## config.mk

```make
export PLATFORM = sky130hd
export DESIGN_NAME = psm_param_store
export DESIGN_NICKNAME = d
export VERILOG_FILES = /design/src/hw/psm_pkg.sv /design/src/hw/psm_param_slot.sv /design/src/hw/psm_param_store.sv
export VERILOG_INCLUDE_DIRS = /design/src /design/src/hw
export SDC_FILE = /design/constraint.sdc
export NUM_CORES = 1
export LEC_CHECK = 0
export ABC_AREA = 1
export BUFFER_PORTS_ARGS = -buffer_cell sky130_fd_sc_hd__buf_2
export CAP_MARGIN = 25
export CORE_UTILIZATION = 52
export DETAILED_ROUTE_END_ITERATION = 16
export PLACE_DENSITY = 0.85
export SLEW_MARGIN = 20
export SYNTH_ARGS = -nofsm -noshare
export SYNTH_HDL_FRONTEND = slang
export SYNTH_HIERARCHICAL = 1
export SYNTH_SLANG_ARGS = --single-unit
```

## constraint.sdc

```tcl
create_clock -name clock -period 6.2 [get_ports clock]
set_input_delay 1.24 -clock clock [delete_from_list [all_inputs] [get_ports clock]]
set_output_delay 1.24 -clock clock [all_outputs]
set_load 0.005 [all_outputs]
```

## src/hw/psm_defines.svh

```systemverilog
`ifndef PSM_DEFINES_SVH
`define PSM_DEFINES_SVH

// maintenance command identifiers (16-bit parameter ids)
`define PSM_ID_ALARM_RESET        16'h00c0
`define PSM_ID_ALARM_LOG_CLEAR    16'h00c2
`define PSM_ID_POSITION_PRESET    16'h00c5
`define PSM_ID_APPLY_CONFIG       16'h00c6
`define PSM_ID_DEFAULTS_KEEP_COMM 16'h00c7
`define PSM_ID_NV_LOAD_ALL        16'h00c8
`define PSM_ID_NV_SAVE_ALL        16'h00c9
`define PSM_ID_DEFAULTS_ALL       16'h00ca
`define PSM_ID_RESTORE_SPARE      16'h00cb
`define PSM_ID_SAVE_SPARE         16'h00cc
`define PSM_ID_LATCH_INFO_CLEAR   16'h00cd
`define PSM_ID_SEQ_LOG_CLEAR      16'h00ce
`define PSM_ID_TRIP_CLEAR         16'h00cf
`define PSM_ID_DEENERGIZE_CLEAR   16'h00d0
`define PSM_ID_HOME_PRESET        16'h00d1
`define PSM_ID_HOME_PRESET_CLEAR  16'h00d2
`define PSM_ID_NOTICE_CLEAR       16'h00d3
`define PSM_ID_NOTICE_LOG_CLEAR   16'h00d4
`define PSM_ID_DETAIL_SELECT      16'h00d5

// history-detail selector range and reset value
`define PSM_DETAIL_MAX            32'h0000000a
`define PSM_DETAIL_RESET          32'h00000000

// id of the first parameter slot in the working store
`define PSM_PARAM_BASE            16'h0100

// cycles the link stays down while configuration runs
`define PSM_CFG_HOLD_CYCLES       16

`endif

```

## src/hw/psm_pkg.sv

```systemverilog
package psm_pkg;

   // update-timing class of a parameter
   typedef enum logic [1:0] {
      PSM_CLS_A = 2'h0,
      PSM_CLS_B = 2'h1,
      PSM_CLS_C = 2'h2,
      PSM_CLS_D = 2'h3
   } psm_class_e;

   // controller states, one-hot
   typedef enum logic [3:0] {
      PSM_BOOT_LOAD  = 4'h1,
      PSM_BOOT_APPLY = 4'h2,
      PSM_IDLE       = 4'h4,
      PSM_CONFIG     = 4'h8
   } psm_state_e;

   // one write from the cyclic link
   typedef struct packed {
      logic        valid;
      logic [15:0] id;
      logic [31:0] data;
   } psm_write_s;

   // one-cycle action strobes to the rest of the driver
   typedef struct packed {
      logic alarm_reset;
      logic alarm_log_clear;
      logic position_preset;
      logic restore_from_spare;
      logic save_to_spare;
      logic latch_info_clear;
      logic sequence_log_clear;
      logic trip_distance_clear;
      logic deenergize_clear;
      logic home_sensor_preset;
      logic home_sensor_preset_clear;
      logic notice_clear;
      logic notice_log_clear;
   } psm_action_s;

endpackage : psm_pkg

```

## src/hw/psm_param_slot.sv

```systemverilog
`timescale 1ns/1ps
`default_nettype none

module psm_param_slot #(
   parameter psm_pkg::psm_class_e CLS     = psm_pkg::PSM_CLS_A,
   parameter logic [31:0]         DEFAULT = 32'h00000000,
   parameter bit                  IS_COMM = 1'b0
) (
   // clock and reset
   input  wire logic        clock,
   input  wire logic        rst_b,
   // store control
   input  wire logic        wr_en,
   input  wire logic [31:0] wr_data,
   input  wire logic        load_nv,
   input  wire logic        save_nv,
   input  wire logic        def_all,
   input  wire logic        def_keep,
   // apply events
   input  wire logic        motion_stopped,
   input  wire logic        cfg_apply,
   input  wire logic        boot_apply,
   // values
   output logic      [31:0] work,
   output logic      [31:0] applied
);

   logic [31:0] nv = DEFAULT;   // factory content until the first save
   logic        dirty;
   logic        change;
   logic        apply_now;

   // any event that alters the working copy
   always_comb change = wr_en | load_nv | def_all | (def_keep & ~IS_COMM);

   // when the working copy becomes the value in use
   always_comb
   begin
      apply_now = boot_apply;
      if (CLS == psm_pkg::PSM_CLS_A && dirty)
         apply_now = 1'b1;
      if (CLS == psm_pkg::PSM_CLS_B && dirty && motion_stopped)
         apply_now = 1'b1;
      if (CLS == psm_pkg::PSM_CLS_C && cfg_apply)
         apply_now = 1'b1;
   end

   // working copy, cleared by control power reset
   always_ff @(posedge clock or negedge rst_b)
   begin
      if (!rst_b)
         work <= 32'h00000000;
      else if (wr_en)
         work <= wr_data;
      else if (load_nv)
         work <= nv;
      else if (def_all || (def_keep && !IS_COMM))
         work <= DEFAULT;
   end

   // non-volatile copy, no reset so it survives power loss
   always_ff @(posedge clock)
   begin
      if (save_nv)
         nv <= work;
   end

   // pending flag, a new change wins over the apply
   always_ff @(posedge clock or negedge rst_b)
   begin
      if (!rst_b)
         dirty <= 1'b0;
      else if (change)
         dirty <= 1'b1;
      else if (apply_now)
         dirty <= 1'b0;
   end

   // value in use by the driver
   always_ff @(posedge clock or negedge rst_b)
   begin
      if (!rst_b)
         applied <= 32'h00000000;
      else if (apply_now)
         applied <= work;
   end
endmodule : psm_param_slot

`default_nettype wire

```

## src/hw/psm_param_store.sv

```systemverilog
//////////////////////////////////////////////////////////////////////////////
// Contract
// - every parameter and data item is held and exchanged as 32 bits
// - working store is lost at power removal, non-volatile store is kept
// - at power-up copy non-volatile to working store, then apply all
// - link parameter writes change only the working store
// - save command copies the whole working store to non-volatile memory
// - class A values apply as soon as the write is taken
// - class B values wait until motor operation has stopped
// - class C values wait for configuration or a power cycle
// - class D values wait for a power cycle only
// - two defaults commands, one keeping and one resetting comm settings
// - load command reloads working store from non-volatile memory
// - alarm reset and latch clear each have their own command id
// - history-detail selector takes 1 to 10, zero means none, resets zero
// - configuration drops the cyclic link and restores it when done
//////////////////////////////////////////////////////////////////////////////
`timescale 1ns/1ps
`default_nettype none
`include "psm_defines.svh"

module psm_param_store #(
   parameter int                        NUM_PARAMS  = 4,
   parameter logic [NUM_PARAMS*2-1:0]   PARAM_CLASS = 8'b11_10_01_00,
   parameter logic [NUM_PARAMS*32-1:0]  PARAM_INIT  = '0,
   parameter logic [NUM_PARAMS-1:0]     PARAM_COMM  = 4'b1000
) (
   // clock and reset
   input  wire logic                     clock,
   input  wire logic                     rst_b,
   // cyclic link writes
   input  wire psm_pkg::psm_write_s      wr,
   output logic                          wr_ack,
   // readback
   input  wire logic                     rd_valid,
   input  wire logic [15:0]              rd_id,
   output logic [31:0]                   rd_data,
   output logic                          rd_ack,
   // motor status
   input  wire logic                     motion_stopped,
   // status and actions
   output logic                          link_up,
   output logic                          busy,
   output psm_pkg::psm_action_s          actions,
   output logic [31:0]                   detail_select,
   output logic [NUM_PARAMS*32-1:0]      applied_params
);

   localparam int IW       = (NUM_PARAMS > 1) ? $clog2(NUM_PARAMS) : 1;
   localparam int CW       = $clog2(`PSM_CFG_HOLD_CYCLES + 1);
   localparam int CFG_WAIT = `PSM_CFG_HOLD_CYCLES + 2;

   psm_pkg::psm_state_e state;
   psm_pkg::psm_state_e next_state;
   logic [CW-1:0]       cfg_cnt;
   logic                acc;
   logic [15:0]         wr_idx;
   logic [15:0]         rd_idx;
   logic                wr_hit;
   logic                rd_hit;
   logic                known_cmd;
   logic                load_nv;
   logic                save_nv;
   logic                def_all;
   logic                def_keep;
   logic                cfg_apply;
   logic                boot_apply;
   logic [31:0]         work_q [NUM_PARAMS];

   //////////////////////////////////////////////////////////////////////////
   // request decode

   // a write is taken only while idle with the link up
   always_comb acc = wr.valid && link_up && state == psm_pkg::PSM_IDLE;

   // parameter slot hit tests
   always_comb
   begin
      wr_idx = wr.id - `PSM_PARAM_BASE;
      rd_idx = rd_id - `PSM_PARAM_BASE;
      wr_hit = wr.id >= `PSM_PARAM_BASE && wr_idx < 16'(NUM_PARAMS);
      rd_hit = rd_id >= `PSM_PARAM_BASE && rd_idx < 16'(NUM_PARAMS);
   end

   // ids of the maintenance set
   always_comb
   begin
      case (wr.id)
         `PSM_ID_ALARM_RESET, `PSM_ID_ALARM_LOG_CLEAR,
         `PSM_ID_POSITION_PRESET, `PSM_ID_APPLY_CONFIG,
         `PSM_ID_DEFAULTS_KEEP_COMM, `PSM_ID_NV_LOAD_ALL,
         `PSM_ID_NV_SAVE_ALL, `PSM_ID_DEFAULTS_ALL,
         `PSM_ID_RESTORE_SPARE, `PSM_ID_SAVE_SPARE,
         `PSM_ID_LATCH_INFO_CLEAR, `PSM_ID_SEQ_LOG_CLEAR,
         `PSM_ID_TRIP_CLEAR, `PSM_ID_DEENERGIZE_CLEAR,
         `PSM_ID_HOME_PRESET, `PSM_ID_HOME_PRESET_CLEAR,
         `PSM_ID_NOTICE_CLEAR, `PSM_ID_NOTICE_LOG_CLEAR,
         `PSM_ID_DETAIL_SELECT:
            known_cmd = 1'b1;
         default:
            known_cmd = 1'b0;
      endcase
   end

   // store-wide strobes, data value is ignored
   always_comb
   begin
      load_nv    = state == psm_pkg::PSM_BOOT_LOAD ||
                   (acc && wr.id == `PSM_ID_NV_LOAD_ALL);
      save_nv    = acc && wr.id == `PSM_ID_NV_SAVE_ALL;
      def_all    = acc && wr.id == `PSM_ID_DEFAULTS_ALL;
      def_keep   = acc && wr.id == `PSM_ID_DEFAULTS_KEEP_COMM;
      boot_apply = state == psm_pkg::PSM_BOOT_APPLY;
      cfg_apply  = state == psm_pkg::PSM_CONFIG && cfg_cnt == '0;
   end

   //////////////////////////////////////////////////////////////////////////
   // controller

   // boot copy, boot apply, idle and configuration
   always_comb
   begin
      case (state)
         psm_pkg::PSM_BOOT_LOAD:
            next_state = psm_pkg::PSM_BOOT_APPLY;
         psm_pkg::PSM_BOOT_APPLY:
            next_state = psm_pkg::PSM_IDLE;
         psm_pkg::PSM_IDLE:
            if (acc && wr.id == `PSM_ID_APPLY_CONFIG)
               next_state = psm_pkg::PSM_CONFIG;
            else
               next_state = psm_pkg::PSM_IDLE;
         psm_pkg::PSM_CONFIG:
            if (cfg_cnt == '0)
               next_state = psm_pkg::PSM_IDLE;
            else
               next_state = psm_pkg::PSM_CONFIG;
         default:
            next_state = psm_pkg::PSM_BOOT_LOAD;
      endcase
   end

   // state register, power-up starts with the boot copy
   always_ff @(posedge clock or negedge rst_b)
   begin
      if (!rst_b)
         state <= psm_pkg::PSM_BOOT_LOAD;
      else
         state <= next_state;
   end

   // configuration hold counter
   always_ff @(posedge clock or negedge rst_b)
   begin
      if (!rst_b)
         cfg_cnt <= '0;
      else if (next_state == psm_pkg::PSM_CONFIG &&
               state != psm_pkg::PSM_CONFIG)
         cfg_cnt <= CW'(`PSM_CFG_HOLD_CYCLES - 1);
      else if (cfg_cnt != '0)
         cfg_cnt <= cfg_cnt - 1'b1;
   end

   // cyclic link is down during boot and configuration
   always_ff @(posedge clock or negedge rst_b)
   begin
      if (!rst_b)
         link_up <= 1'b0;
      else
         link_up <= next_state == psm_pkg::PSM_IDLE;
   end

   // busy mirrors every non-idle state
   always_ff @(posedge clock or negedge rst_b)
   begin
      if (!rst_b)
         busy <= 1'b1;
      else
         busy <= next_state != psm_pkg::PSM_IDLE;
   end

   //////////////////////////////////////////////////////////////////////////
   // maintenance actions

   // one strobe per accepted action command write
   always_ff @(posedge clock or negedge rst_b)
   begin
      if (!rst_b)
         actions <= '0;
      else
      begin
         actions <= '0;
         if (acc)
         begin
            case (wr.id)
               `PSM_ID_ALARM_RESET:       actions.alarm_reset <= 1'b1;
               `PSM_ID_ALARM_LOG_CLEAR:   actions.alarm_log_clear <= 1'b1;
               `PSM_ID_POSITION_PRESET:   actions.position_preset <= 1'b1;
               `PSM_ID_RESTORE_SPARE:
                  actions.restore_from_spare <= 1'b1;
               `PSM_ID_SAVE_SPARE:        actions.save_to_spare <= 1'b1;
               `PSM_ID_LATCH_INFO_CLEAR:
                  actions.latch_info_clear <= 1'b1;
               `PSM_ID_SEQ_LOG_CLEAR:
                  actions.sequence_log_clear <= 1'b1;
               `PSM_ID_TRIP_CLEAR:
                  actions.trip_distance_clear <= 1'b1;
               `PSM_ID_DEENERGIZE_CLEAR:
                  actions.deenergize_clear <= 1'b1;
               `PSM_ID_HOME_PRESET:
                  actions.home_sensor_preset <= 1'b1;
               `PSM_ID_HOME_PRESET_CLEAR:
                  actions.home_sensor_preset_clear <= 1'b1;
               `PSM_ID_NOTICE_CLEAR:      actions.notice_clear <= 1'b1;
               `PSM_ID_NOTICE_LOG_CLEAR:  actions.notice_log_clear <= 1'b1;
               default:                   actions <= '0;
            endcase
         end
      end
   end

   // history-detail selector, out-of-range values are dropped
   always_ff @(posedge clock or negedge rst_b)
   begin
      if (!rst_b)
         detail_select <= `PSM_DETAIL_RESET;
      else if (acc && wr.id == `PSM_ID_DETAIL_SELECT &&
               wr.data <= `PSM_DETAIL_MAX)
         detail_select <= wr.data;
   end

   // acknowledge every taken write, known or not
   always_ff @(posedge clock or negedge rst_b)
   begin
      if (!rst_b)
         wr_ack <= 1'b0;
      else
         wr_ack <= acc;
   end

   //////////////////////////////////////////////////////////////////////////
   // parameter slots

   // one slot per parameter, class fixed at build time
   for (genvar i = 0; i < NUM_PARAMS; i++)
   begin : g_slot
      psm_param_slot #(
         .CLS     (psm_pkg::psm_class_e'(PARAM_CLASS[2*i +: 2])),
         .DEFAULT (PARAM_INIT[32*i +: 32]),
         .IS_COMM (PARAM_COMM[i])
      ) u_slot (
         .clock          (clock),
         .rst_b          (rst_b),
         .wr_en          (acc && wr_hit && wr_idx[IW-1:0] == IW'(i)),
         .wr_data        (wr.data),
         .load_nv        (load_nv),
         .save_nv        (save_nv),
         .def_all        (def_all),
         .def_keep       (def_keep),
         .motion_stopped (motion_stopped),
         .cfg_apply      (cfg_apply),
         .boot_apply     (boot_apply),
         .work           (work_q[i]),
         .applied        (applied_params[32*i +: 32])
      );
   end

   //////////////////////////////////////////////////////////////////////////
   // readback

   // working value or selector, zero elsewhere
   always_ff @(posedge clock or negedge rst_b)
   begin
      if (!rst_b)
      begin
         rd_data <= 32'h00000000;
         rd_ack  <= 1'b0;
      end
      else
      begin
         rd_ack <= rd_valid;
         if (rd_valid && rd_id == `PSM_ID_DETAIL_SELECT)
            rd_data <= detail_select;
         else if (rd_valid && rd_hit)
            rd_data <= work_q[rd_idx[IW-1:0]];
         else
            rd_data <= 32'h00000000;
      end
   end
endmodule : psm_param_store

`default_nettype wire

```

==> results of run 1 <==
[tightest hold or removal path: stages (launching register included)]
cell and delay, ns:
dfrtp_1 0.34, nand2_1 0.05, nand2_1 0.05
[power breakdown]
group          leakage (uW)  internal, uW  switching (uW)
Combinational       0.00648          1080            1980
Clock              0.000820          1820            1250
Sequential          0.00548          4170             821
Total                0.0128          7070            4050
[placed cells by master (no fill, tap or decap), types with 24 or more instances in the layout]
cell / n
mux2i_1: 32
inv_2: 32
clkinv_1: 37
buf_4: 24
o22ai_1: 32
edfxtp_1: 128
dfrtp_1: 346
nor2_1: 367
nand2_1: 751
clkbuf_16: 49
o21ai_0: 130
buf_2: 276
nand3_1: 175
inv_1: 157
[final cells by class]
type | count | area [um2] | share of cell area (%)
Tap cell | 525 | 657 | 2.71
Inverter | 222 | 833 | 3.44
Timing Repair Buffer | 307 | 1710 | 7.07
Sequential cell | 476 | 12600 | 51.9
Multi-Input combinational cell | 1554 | 6780 | 28.0
Clock buffer | 69 | 1400 | 5.79
Antenna cell | 1 | 2.50 | 0.0103
Clock inverter | 21 | 264 | 1.09
[stage by stage]
| step | worst slack, ns | util, % | area (um2) |
|---|---|---|---|
| 6_report | 2.11 | 60.9 | 24200 |
| 5_1_grt | 1.89 | 60.9 | 24200 |
| 4_1_cts | 2.23 | 60.8 | 24100 |
| 3_5_place_dp | 1.69 | 56.6 | 22500 |
| 3_3_place_gp | 1.92 | 56.6 | 22500 |
| 2_1_floorplan | 0.436 | - | 21000 |
[sequential cells by signal, summed over array words and instances (netlist names), 2 cells and up]
register / count
actions: 13
cfg_cnt: 5
detail_select: 32
g_slot.u_slot/applied: 128
g_slot.u_slot/dirty: 2
g_slot.u_slot/nv: 128
g_slot.u_slot/work: 128
rd_data: 32
state: 4
[kinds of logic (layout without fill, tap and decap cells)]
| logic type | Yosys count | count (layout) |
|---|---|---|
| mux | 32 | 32 |
| xor+xnor | 3 | 3 |
| compound gates | 165 | 165 |
| flops | 476 | 476 |
| buf+inv | 353 | 619 |
| other cells | 0 | 1 |
| fa+ha+maj | 2 | 2 |
| simple gates | 1352 | 1352 |
[routing by layer]
layer	routed length [um]	share of wire, %	vias up
met3	6790	11	230
met4	2960	4.7	2
met5	17	0.027	-
met2	29700	47	1207
met1	23600	37	8433
li1	-	-	7937
[how the worst min path moves through the flow]
stage / from / endpoint / slack, ns / cells after the start
2_1_floorplan: g_slot[2].u_slot/work[0] / g_slot[2].u_slot/nv[0] / 0.46 / 0
3_3_place_gp: g_slot[0].u_slot/applied[20] / g_slot[0].u_slot/applied[20] / 0.46 / 2
3_5_place_dp: g_slot[2].u_slot/applied[23] / g_slot[2].u_slot/applied[23] / 0.46 / 2
4_1_cts: g_slot[0].u_slot/applied[19] / g_slot[0].u_slot/applied[19] / 0.48 / 2
5_1_grt: g_slot[2].u_slot/applied[23] / g_slot[2].u_slot/applied[23] / 0.49 / 2
6_report: g_slot[0].u_slot/applied[17] / g_slot[0].u_slot/applied[17] / 0.48 / 2
==> impl_metrics.yaml, run 1 <==
drt:
  drt_wl_total_mm: 63.1
  routedWlPerCell_um: 19.9
  ant_nets: 0
  via_count: 17809
  post_drt_via_cell_ratio: 5.61
  firstDrtPassIters: 6
  drtIter0Drc: 2328
  route.detailed.drc: 0
worst_setup_path:
  max_stage_delay_ns: 0.87
  crit_buf_inv: 3
  r2r_start: "state[1]"
  crit_arrival_ns: 4.56
  critPathMaxFanout: 20
  cp_slowest_cell: "nor2_1"
  cp-endpoint: "g_slot[1].u_slot/work[13]"
  critical_path_class: "in2reg"
  r2r_slack_ns: 3.10
  worst-path-stages: 12
  cp-end-kind: "flop"
  crit_start: "wr[40]"
  crit_path_cell_trace: "buf_2, inv_1, nand2_1, nor2_1, nand2_1, nor2_1, nand4_1, nor2_1, nor2_2, buf_4, nand3_1, nand2_1"
  cpLargestDelayFamily: "simple AND/OR/NAND/NOR gates"
  reg2reg_depth: 9
  r2r-end: "g_slot[1].u_slot/work[13]"
  required_ns: 6.67
  worstSetupStartpointType: "input pin"
place:
  numPortBuffers: 277
  dp.cells: 3082
  routabilityCongestion: 0.887
  hpwl_mm: 39.6
floorplanning:
  die_area_um2: 41100
  start_util_pct: 52.8
  io_pins: 278
  die_x_um: 203
  rows: 73
  fp.dieH_um: 203
  fp.coreArea_um2: 39700
sta:
  setup_viol: 0
  finalMaxSlewViolations: 0
  fmax_mhz: 245
  max_slew.worst_pin.slew_ns: 1.09
  fin_setup_tns_ns: 0
  skew_ns: 0.0166
  period_minus_slack_ns: 4.09
  fin_crit_sh_pct: 66.0
  hold_violations: 0
  relSlewSlack_pct: 27.1
  rsz0062_at_grt: "no"
  holdWs_ns: 0.476
synth:
  synthAdderAreaFrac_pct: 0.119
  synth-simple-area-share_pct: 26.2
  yosys_most_used_dff: "dfrtp_1"
  synthTopCellsByCount: "nand2_1, nor2_1, dfrtp_1, nand3_1, inv_1"
  yosys.area.top_type_share_pct: 41.3
  synth.area.top_cells: "dfrtp_1, edfxtp_1, nand2_1"
  synth_async_sr_flop_share_pct: 73.1
  syn_inst: 2383
  synth_compound_area_share_pct: 4.14
  yosysMostFrequentCell: "nand2_1"
  ys_seq_area_share_pct: 59.9
  synth_cell_type_count: 37
  avgSynthCellArea_um2: 8.80
  ys_seq_elements: 476
  synth_top_area_cell: "dfrtp_1"
  synthXorXnorAreaFrac_pct: 0.125
  synth-edff-count: 128
  syn_area_um2: 21000
  synth_top_family_by_area: "simple AND/OR/NAND/NOR gates"
  synth_mux_area_share_pct: 1.53
  syn-num-nets: 2454
  yosys_warnings: 6
global_routing:
  grt_use_total_pct: 30.9
  grt_max_degree: 130
  use_met3_pct: 6.37
  grt_pass1_vias: 17541
  grtUsageMet1_pct: 40.9
  grt_antenna_before_repair: 2
  met2_usage_pct: 48.9
  grt-ovfl-total: 0
  busiest_layer: "met2"
  grt_pass1_wl_mm: 98.0
power_and_ir_drop:
  irDropWorstVdd_uv: 280
  power.leakage_uw: 0.0128
  powerDensity_nw_per_um2: 459
  fin_total_pwr_uw: 11100
clocking:
  cts_hold_buf: 0
  clock_path_buffers: 3
  cts.sinks: 476
  tritoncts: "done"
  cts_setup_buffers: 0
  ctsResizeCount: 0
  clk_latency_ns: 0.59
  h-tree-depth: 2
  numCtsBuffers: 48
  root_buffer: "clkbuf_16"
  clk_pin_slew_ns: 0.06
cells_and_area:
  syn_to_final_growth_pct: 15.5
  final.fill_count: 3220
  stdcell_count: 3175
  layout.nets: 2680
  drive_gt1_share_pct: 17.0
min_path:
  hold_class: "reg2reg"
run_status:
  outcome: "complete, no violations"
run:
  cap_violations: 0
(Power assumes the default switching activity.)
==> run 2, diff against run 1 <==
ABC_AREA = 0   (was 1)
CORE_UTILIZATION = 51   (was 52)
PLACE_DENSITY = 0.84   (was 0.85)
clock period = 3.3 ns   (was 6.2 ns; I/O delays follow)
==> impl_metrics.yaml, run 2 <==
power_and_ir_drop:
  p_comb_share_pct: 29.3
  clkPwrFrac_pct: 24.4
  powerDensity_nw_per_um2: 904
  power.leakage_uw: 0.0102
  p_switching_uw: 6610
  seq_power_share_pct: 46.3
  p_int_uw: 14000
  switching_share_pct: 32.1
  irDropWorstVdd_uv: 650
synth:
  synthTopCellsByCount: "dfrtp_1, edfxtp_1, mux2_2, and2_1, a21oi_1"
  synth_async_sr_flop_share_pct: 73.1
  synth_cell_type_count: 53
  yosysMostFrequentCell: "dfrtp_1"
  yosys.area.top_type_share_pct: 45.6
  ys_seq_area_share_pct: 66.2
  synth_top_area_cell: "dfrtp_1"
  yosys_warnings: 6
  syn_area_um2: 19000
  avgSynthCellArea_um2: 15.2
  ys_seq_elements: 476
  yosys_most_used_dff: "dfrtp_1"
  synth-edff-count: 128
  synth.area.top_cells: "dfrtp_1, edfxtp_1, mux2_2"
  syn_inst: 1250
  syn-num-nets: 1321
global_routing:
  grt_max_degree: 66
  grt_pass1_wl_mm: 78.1
  grt_pass1_vias: 12634
  grt-ovfl-total: 0
  grt_antenna_before_repair: 2
  grt_use_total_pct: 27.2
sta:
  fmax_mhz: 340
  hold_violations: 0
  fin_ws_ns: 0.360
  finalMaxSlewViolations: 0
  skew_ns: 0.0160
  max_slew.worst_pin.slew_ns: 1.04
  fin_crit_sh_pct: 89.1
  setup_viol: 0
  relSlewSlack_pct: 30.5
  fin_setup_tns_ns: 0
  rsz0062_at_grt: "no"
  period_minus_slack_ns: 2.94
cells_and_area:
  reg_top3: "g_slot.u_slot/applied (128), g_slot.u_slot/nv (128), g_slot.u_slot/work (128)"
  layout.nets: 1624
  final.fill_count: 2615
  multiInputGateArea_um2: 5980
  seq_area_um2: 12600
  syn_to_final_growth_pct: 20.1
  mostFrequentLayoutCells: "dfrtp_1, buf_2, edfxtp_1"
  final_cell_area_um2: 22800
  final_common_cell: "dfrtp_1"
  drive_gt1_share_pct: 37.8
floorplanning:
  io_pins: 278
  start_util_pct: 51.8
  fp.coreArea_um2: 36600
  fp.dieH_um: 195
  die_x_um: 195
  rows: 70
  die_area_um2: 38000
min_path:
  hold_class: "in2async"
place:
  numPortBuffers: 277
  hpwl_mm: 34.3
  place_area_um2: 21300
  dpl_worst_slack_ns: 0.283
  routabilityCongestion: 0.860
drt:
  post_drt_via_cell_ratio: 6.03
  route.detailed.drc: 0
  firstDrtPassIters: 5
  via_count: 12439
  ant_nets: 0
  drt_wl_total_mm: 51.1
  routedWlPerCell_um: 24.8
  drtIter0Drc: 920
worst_setup_path:
  cp-end-kind: "flop"
  cpMostUsedCell: "buf_4"
  cpLargestDelayFamily: "simple AND/OR/NAND/NOR gates"
  crit_arrival_ns: 3.43
  worstSetupStartpointType: "flop"
  crit_path_cell_trace: "or4b_4, nor4_4, nand4b_1, o21bai_4, buf_4, nor2b_4, buf_4, a221o_2"
  critPathMaxFanout: 13
  max_stage_delay_ns: 0.62
  crit_buf_inv: 2
  critical_path_class: "reg2reg"
  required_ns: 3.79
  cp_slowest_cell: "or4b_4"
run:
  cap_violations: 0
clocking:
  tritoncts: "done"
  numCtsBuffers: 47
  cts_hold_buf: 0
  clk_pin_slew_ns: 0.06
  ctsResizeCount: 0
  h-tree-depth: 2
  root_buffer: "clkbuf_16"
  clock_path_buffers: 3
  cts.sinks: 476
  clk_latency_ns: 0.57
  cts_setup_buffers: 0
run_status:
  outcome: "complete, no violations"
==> run 2: cell types whose count changed after synthesis, sizes merged, moves of 33 or more <==
cell and delta:
nand2 -745, nor2 -353, nand3 -178, inv -153, mux2 +132, o21ai -127
a221o +96, and2 +88, a21oi +67, nor2b +64, buf -50, clkinv -33
==> run 2: final timing paths <==
kind | start | endpoint | slack, ns | cells past startpoint
worst min-delay path | rst_b | detail_select[26] | 0.03 | 1
worst max-delay path | state[3] | g_slot[2].u_slot/work[13] | 0.36 | 8
max in group asynchronous | rst_b | state[0] | 2.39 | 2
worst max register to register | state[3] | g_slot[2].u_slot/work[13] | 0.36 | 8
min in group clock | rd_valid | rd_ack | 0.23 | 1
worst min register to register | g_slot[2].u_slot/nv[23] | g_slot[2].u_slot/work[23] | 0.47 | 1
==> run 2: metrics by stage <==
step / hold slack, ns / power [uW] / instances / util (%)
after detailed placement: 0.463 / 15600 / 1972 / 58.3
after global placement: 0.457 / 15200 / 1971 / 58.2
after global routing: 0.0799 / 21500 / 2061 / 62.2
after CTS: 0.0673 / 20700 / 2060 / 62.2
final: 0.0280 / 20600 / 2062 / 62.2
after floorplan: 0.364 / 12700 / 1250 / -
==> run 2: worst register-to-register path: stages, from the launching register on <==
cell and delay [ns]:
dfrtp_1 0.47, or4b_4 0.62, nor4_4 0.28, nand4b_1 0.25, o21bai_4 0.34, buf_4 0.28
nor2b_4 0.22, buf_4 0.24, a221o_2 0.18
==> run 2: per-layer routing <==
metal | vias to the layer above | track usage (%) | share of wire (%)
met5 | - | 0 | 0
met4 | 0 | 8.57 | 2.7
met3 | 84 | 4.39 | 7.3
met2 | 618 | 44.4 | 49
met1 | 6460 | 37.6 | 41
li1 | 5277 | - | -
==> run 2: cell families after synthesis <==
group                    synth area share (%)
flip-flops                               66.2
multiplexers                             11.6
AO/OA/AOI/OAI                            9.07
XOR/XNOR                               0.0924
adder cells (fa/ha/maj)                 0.132
buffers and inverters                    2.98
AND/OR/NAND/NOR                          9.90
==> run 2: cell type report <==
type | instances | area share, %
Sequential cell | 476 | 55.1
Multi-Input combinational cell | 661 | 26.2
Timing Repair Buffer | 331 | 9.17
Clock buffer | 72 | 5.88
Tap cell | 468 | 2.57
Inverter | 36 | 0.593
Clock inverter | 16 | 0.412
Antenna cell | 2 | 0.0220
==> run 2: power groups by stage <==
| stage | logic, uW | registers [uW] | clock network, uW |
|---|---|---|---|
| finish | 6030 | 9540 | 5040 |
| detailed placement | 6030 | 9530 | 0 |
| floorplan | 3790 | 8930 | 0 |
| CTS | 6090 | 9480 | 5110 |
| global route | 6470 | 9690 | 5330 |
| global placement | 5720 | 9430 | 0 |
==> run 3, diff against run 2 <==
CELL_PAD_IN_SITES_DETAIL_PLACEMENT = 1   (was not set)
CELL_PAD_IN_SITES_GLOBAL_PLACEMENT = 1   (was not set)
CORE_UTILIZATION = 43   (was 51)
PLACE_DENSITY = 0.85   (was 0.84)
==> impl_metrics.yaml, run 3 (synthesis results as in run 2) <==
place:
  hpwl_mm: 38.9
  dp.cells: 2084
  numPortBuffers: 277
  routabilityCongestion: 0.830
floorplanning:
  start_util_pct: 43.8
  io_pins: 278
  die_area_um2: 45000
  die_x_um: 212
  fp.dieH_um: 212
  fp.coreArea_um2: 43300
  rows: 76
cells_and_area:
  final.fill_count: 4243
  drive_gt1_share_pct: 38.5
  final_common_cell: "dfrtp_1"
  reg_top3: "g_slot.u_slot/applied (128), g_slot.u_slot/nv (128), g_slot.u_slot/work (128)"
  layout.nets: 1623
  syn_to_final_growth_pct: 22.1
  mostFrequentLayoutCells: "dfrtp_1, buf_2, edfxtp_1"
  stdcell_count: 2181
power_and_ir_drop:
  seq_power_share_pct: 44.4
  p_int_uw: 14700
  p_comb_share_pct: 28.5
  powerDensity_nw_per_um2: 937
  power.leakage_uw: 0.0103
  switching_share_pct: 32.5
  clkPwrFrac_pct: 27.1
  irDropWorstVdd_uv: 605
  p_switching_uw: 7060
clocking:
  clock_path_buffers: 3
  tritoncts: "done"
  cts.sinks: 476
  cts_setup_buffers: 0
  clk_pin_slew_ns: 0.06
  root_buffer: "clkbuf_16"
  clk_latency_ns: 0.60
  numCtsBuffers: 50
  h-tree-depth: 2
sta:
  fin_crit_sh_pct: 94.1
  rsz0062_at_grt: "no"
  holdWs_ns: 0.0267
  setup_viol: 0
  hold_violations: 0
  finalMaxSlewViolations: 0
  period_minus_slack_ns: 3.11
  relSlewSlack_pct: 50.8
  skew_ns: 0.0205
  fmax_mhz: 322
  max_slew.worst_pin.slew_ns: 0.738
drt:
  firstDrtPassIters: 5
  via_count: 12632
  routedWlPerCell_um: 27.3
  ant_nets: 0
  route.detailed.drc: 0
  post_drt_via_cell_ratio: 5.79
  drtIter0Drc: 1172
  drt_wl_total_mm: 59.6
worst_setup_path:
  max_stage_delay_ns: 0.63
  cp_slowest_cell: "or4b_4"
  critPathMaxFanout: 32
  cp-end-kind: "flop"
  crit_path_cell_trace: "or4b_4, nor4_4, nand4b_1, o21bai_4, buf_4, buf_4, a21oi_1, a21oi_1"
  r2r_slack_ns: 0.19
  worstSetupStartpointType: "flop"
  crit_buf_inv: 2
  required_ns: 3.81
  crit_arrival_ns: 3.61
  cpLargestDelayFamily: "simple AND/OR/NAND/NOR gates"
  critical_path_class: "reg2reg"
min_path:
  hold_class: "in2async"
global_routing:
  grt_pass1_vias: 13842
  grt_antenna_before_repair: 1
  grt_max_degree: 78
  grt_use_total_pct: 27.3
  grt_pass1_wl_mm: 90.2
  grt-ovfl-total: 0
run_status:
  outcome: "complete, no violations"
run:
  cap_violations: 0
run 3: cell types whose count changed in the layout (fill, tap and decap cells not counted), sizes merged:
cell / previous run / this run
buf: 331 / 326
bufinv: 0 / 5
clkbuf: 72 / 73
clkinv: 11 / 14
clkinvlp: 2 / 1
diode: 2 / 3
inv: 39 / 37
run 3: layout make-up:
| class | instances | area [um2] | area share (%) |
|---|---|---|---|
| diodes | 3 | 7.51 | 0.0324 |
| clock buffers | 72 | 1480 | 6.37 |
| clock inverters | 21 | 235 | 1.02 |
| inverters | 36 | 135 | 0.583 |
| multi-input cells | 661 | 5980 | 25.8 |
| flip-flops and latches | 476 | 12600 | 54.2 |
| well taps | 585 | 732 | 3.16 |
| repair buffers | 327 | 2040 | 8.83 |
run 3: path summary, 6_finish.rpt:
check	start	end	depth (start not counted)
min in group clock	rd_valid	rd_ack	1
max in group asynchronous	rst_b	rd_data[20]	2
hold reg to reg	g_slot[2].u_slot/nv[24]	g_slot[2].u_slot/work[24]	1
hold / removal	rst_b	rd_data[24]	1
setup / recovery	state[3]	g_slot[3].u_slot/work[12]	8
setup reg to reg	state[3]	g_slot[3].u_slot/work[12]	8
run 3: per-layer routing:
metal  global-route usage [%]  share of wire, %  wire length (um)
met1                     35.4                40             24000
met2                     45.3                50             29600
met3                     3.55               5.3              3160
met4                     13.7               4.7              2820
met5                        0                 0                 0
run 3: what timing repair did:
action,4_1_cts,5_1_grt
hold buffers,0,0
gates resized for setup,0,1
setup endpoints to repair,0,4
endpoints found under the hold margin,0,0
run 3: metrics by stage:
stage	worst slack [ns]	util, %	power [uW]	cell area, um2	TNS, ns
2_1_floorplan	-0.808	-	12700	19000	-103.47
3_3_place_gp	0.162	49.5	15300	21400	0
3_5_place_dp	0.0641	49.5	15800	21400	0
4_1_cts	0.0664	53.5	21800	23100	0
5_1_grt	0.112	53.5	22600	23200	0
6_report	0.195	53.5	21700	23200	0
run 3: power by group through the flow:
stage                     Combinational [uW]  Clock (uW)  Sequential (uW)
after detailed placement                6140           0             9630
after global placement                  5790           0             9460
final                                   6190        5880             9630
after global routing                    6660        6200             9780
after floorplan                         3790           0             8930
after CTS                               6250        5980             9590
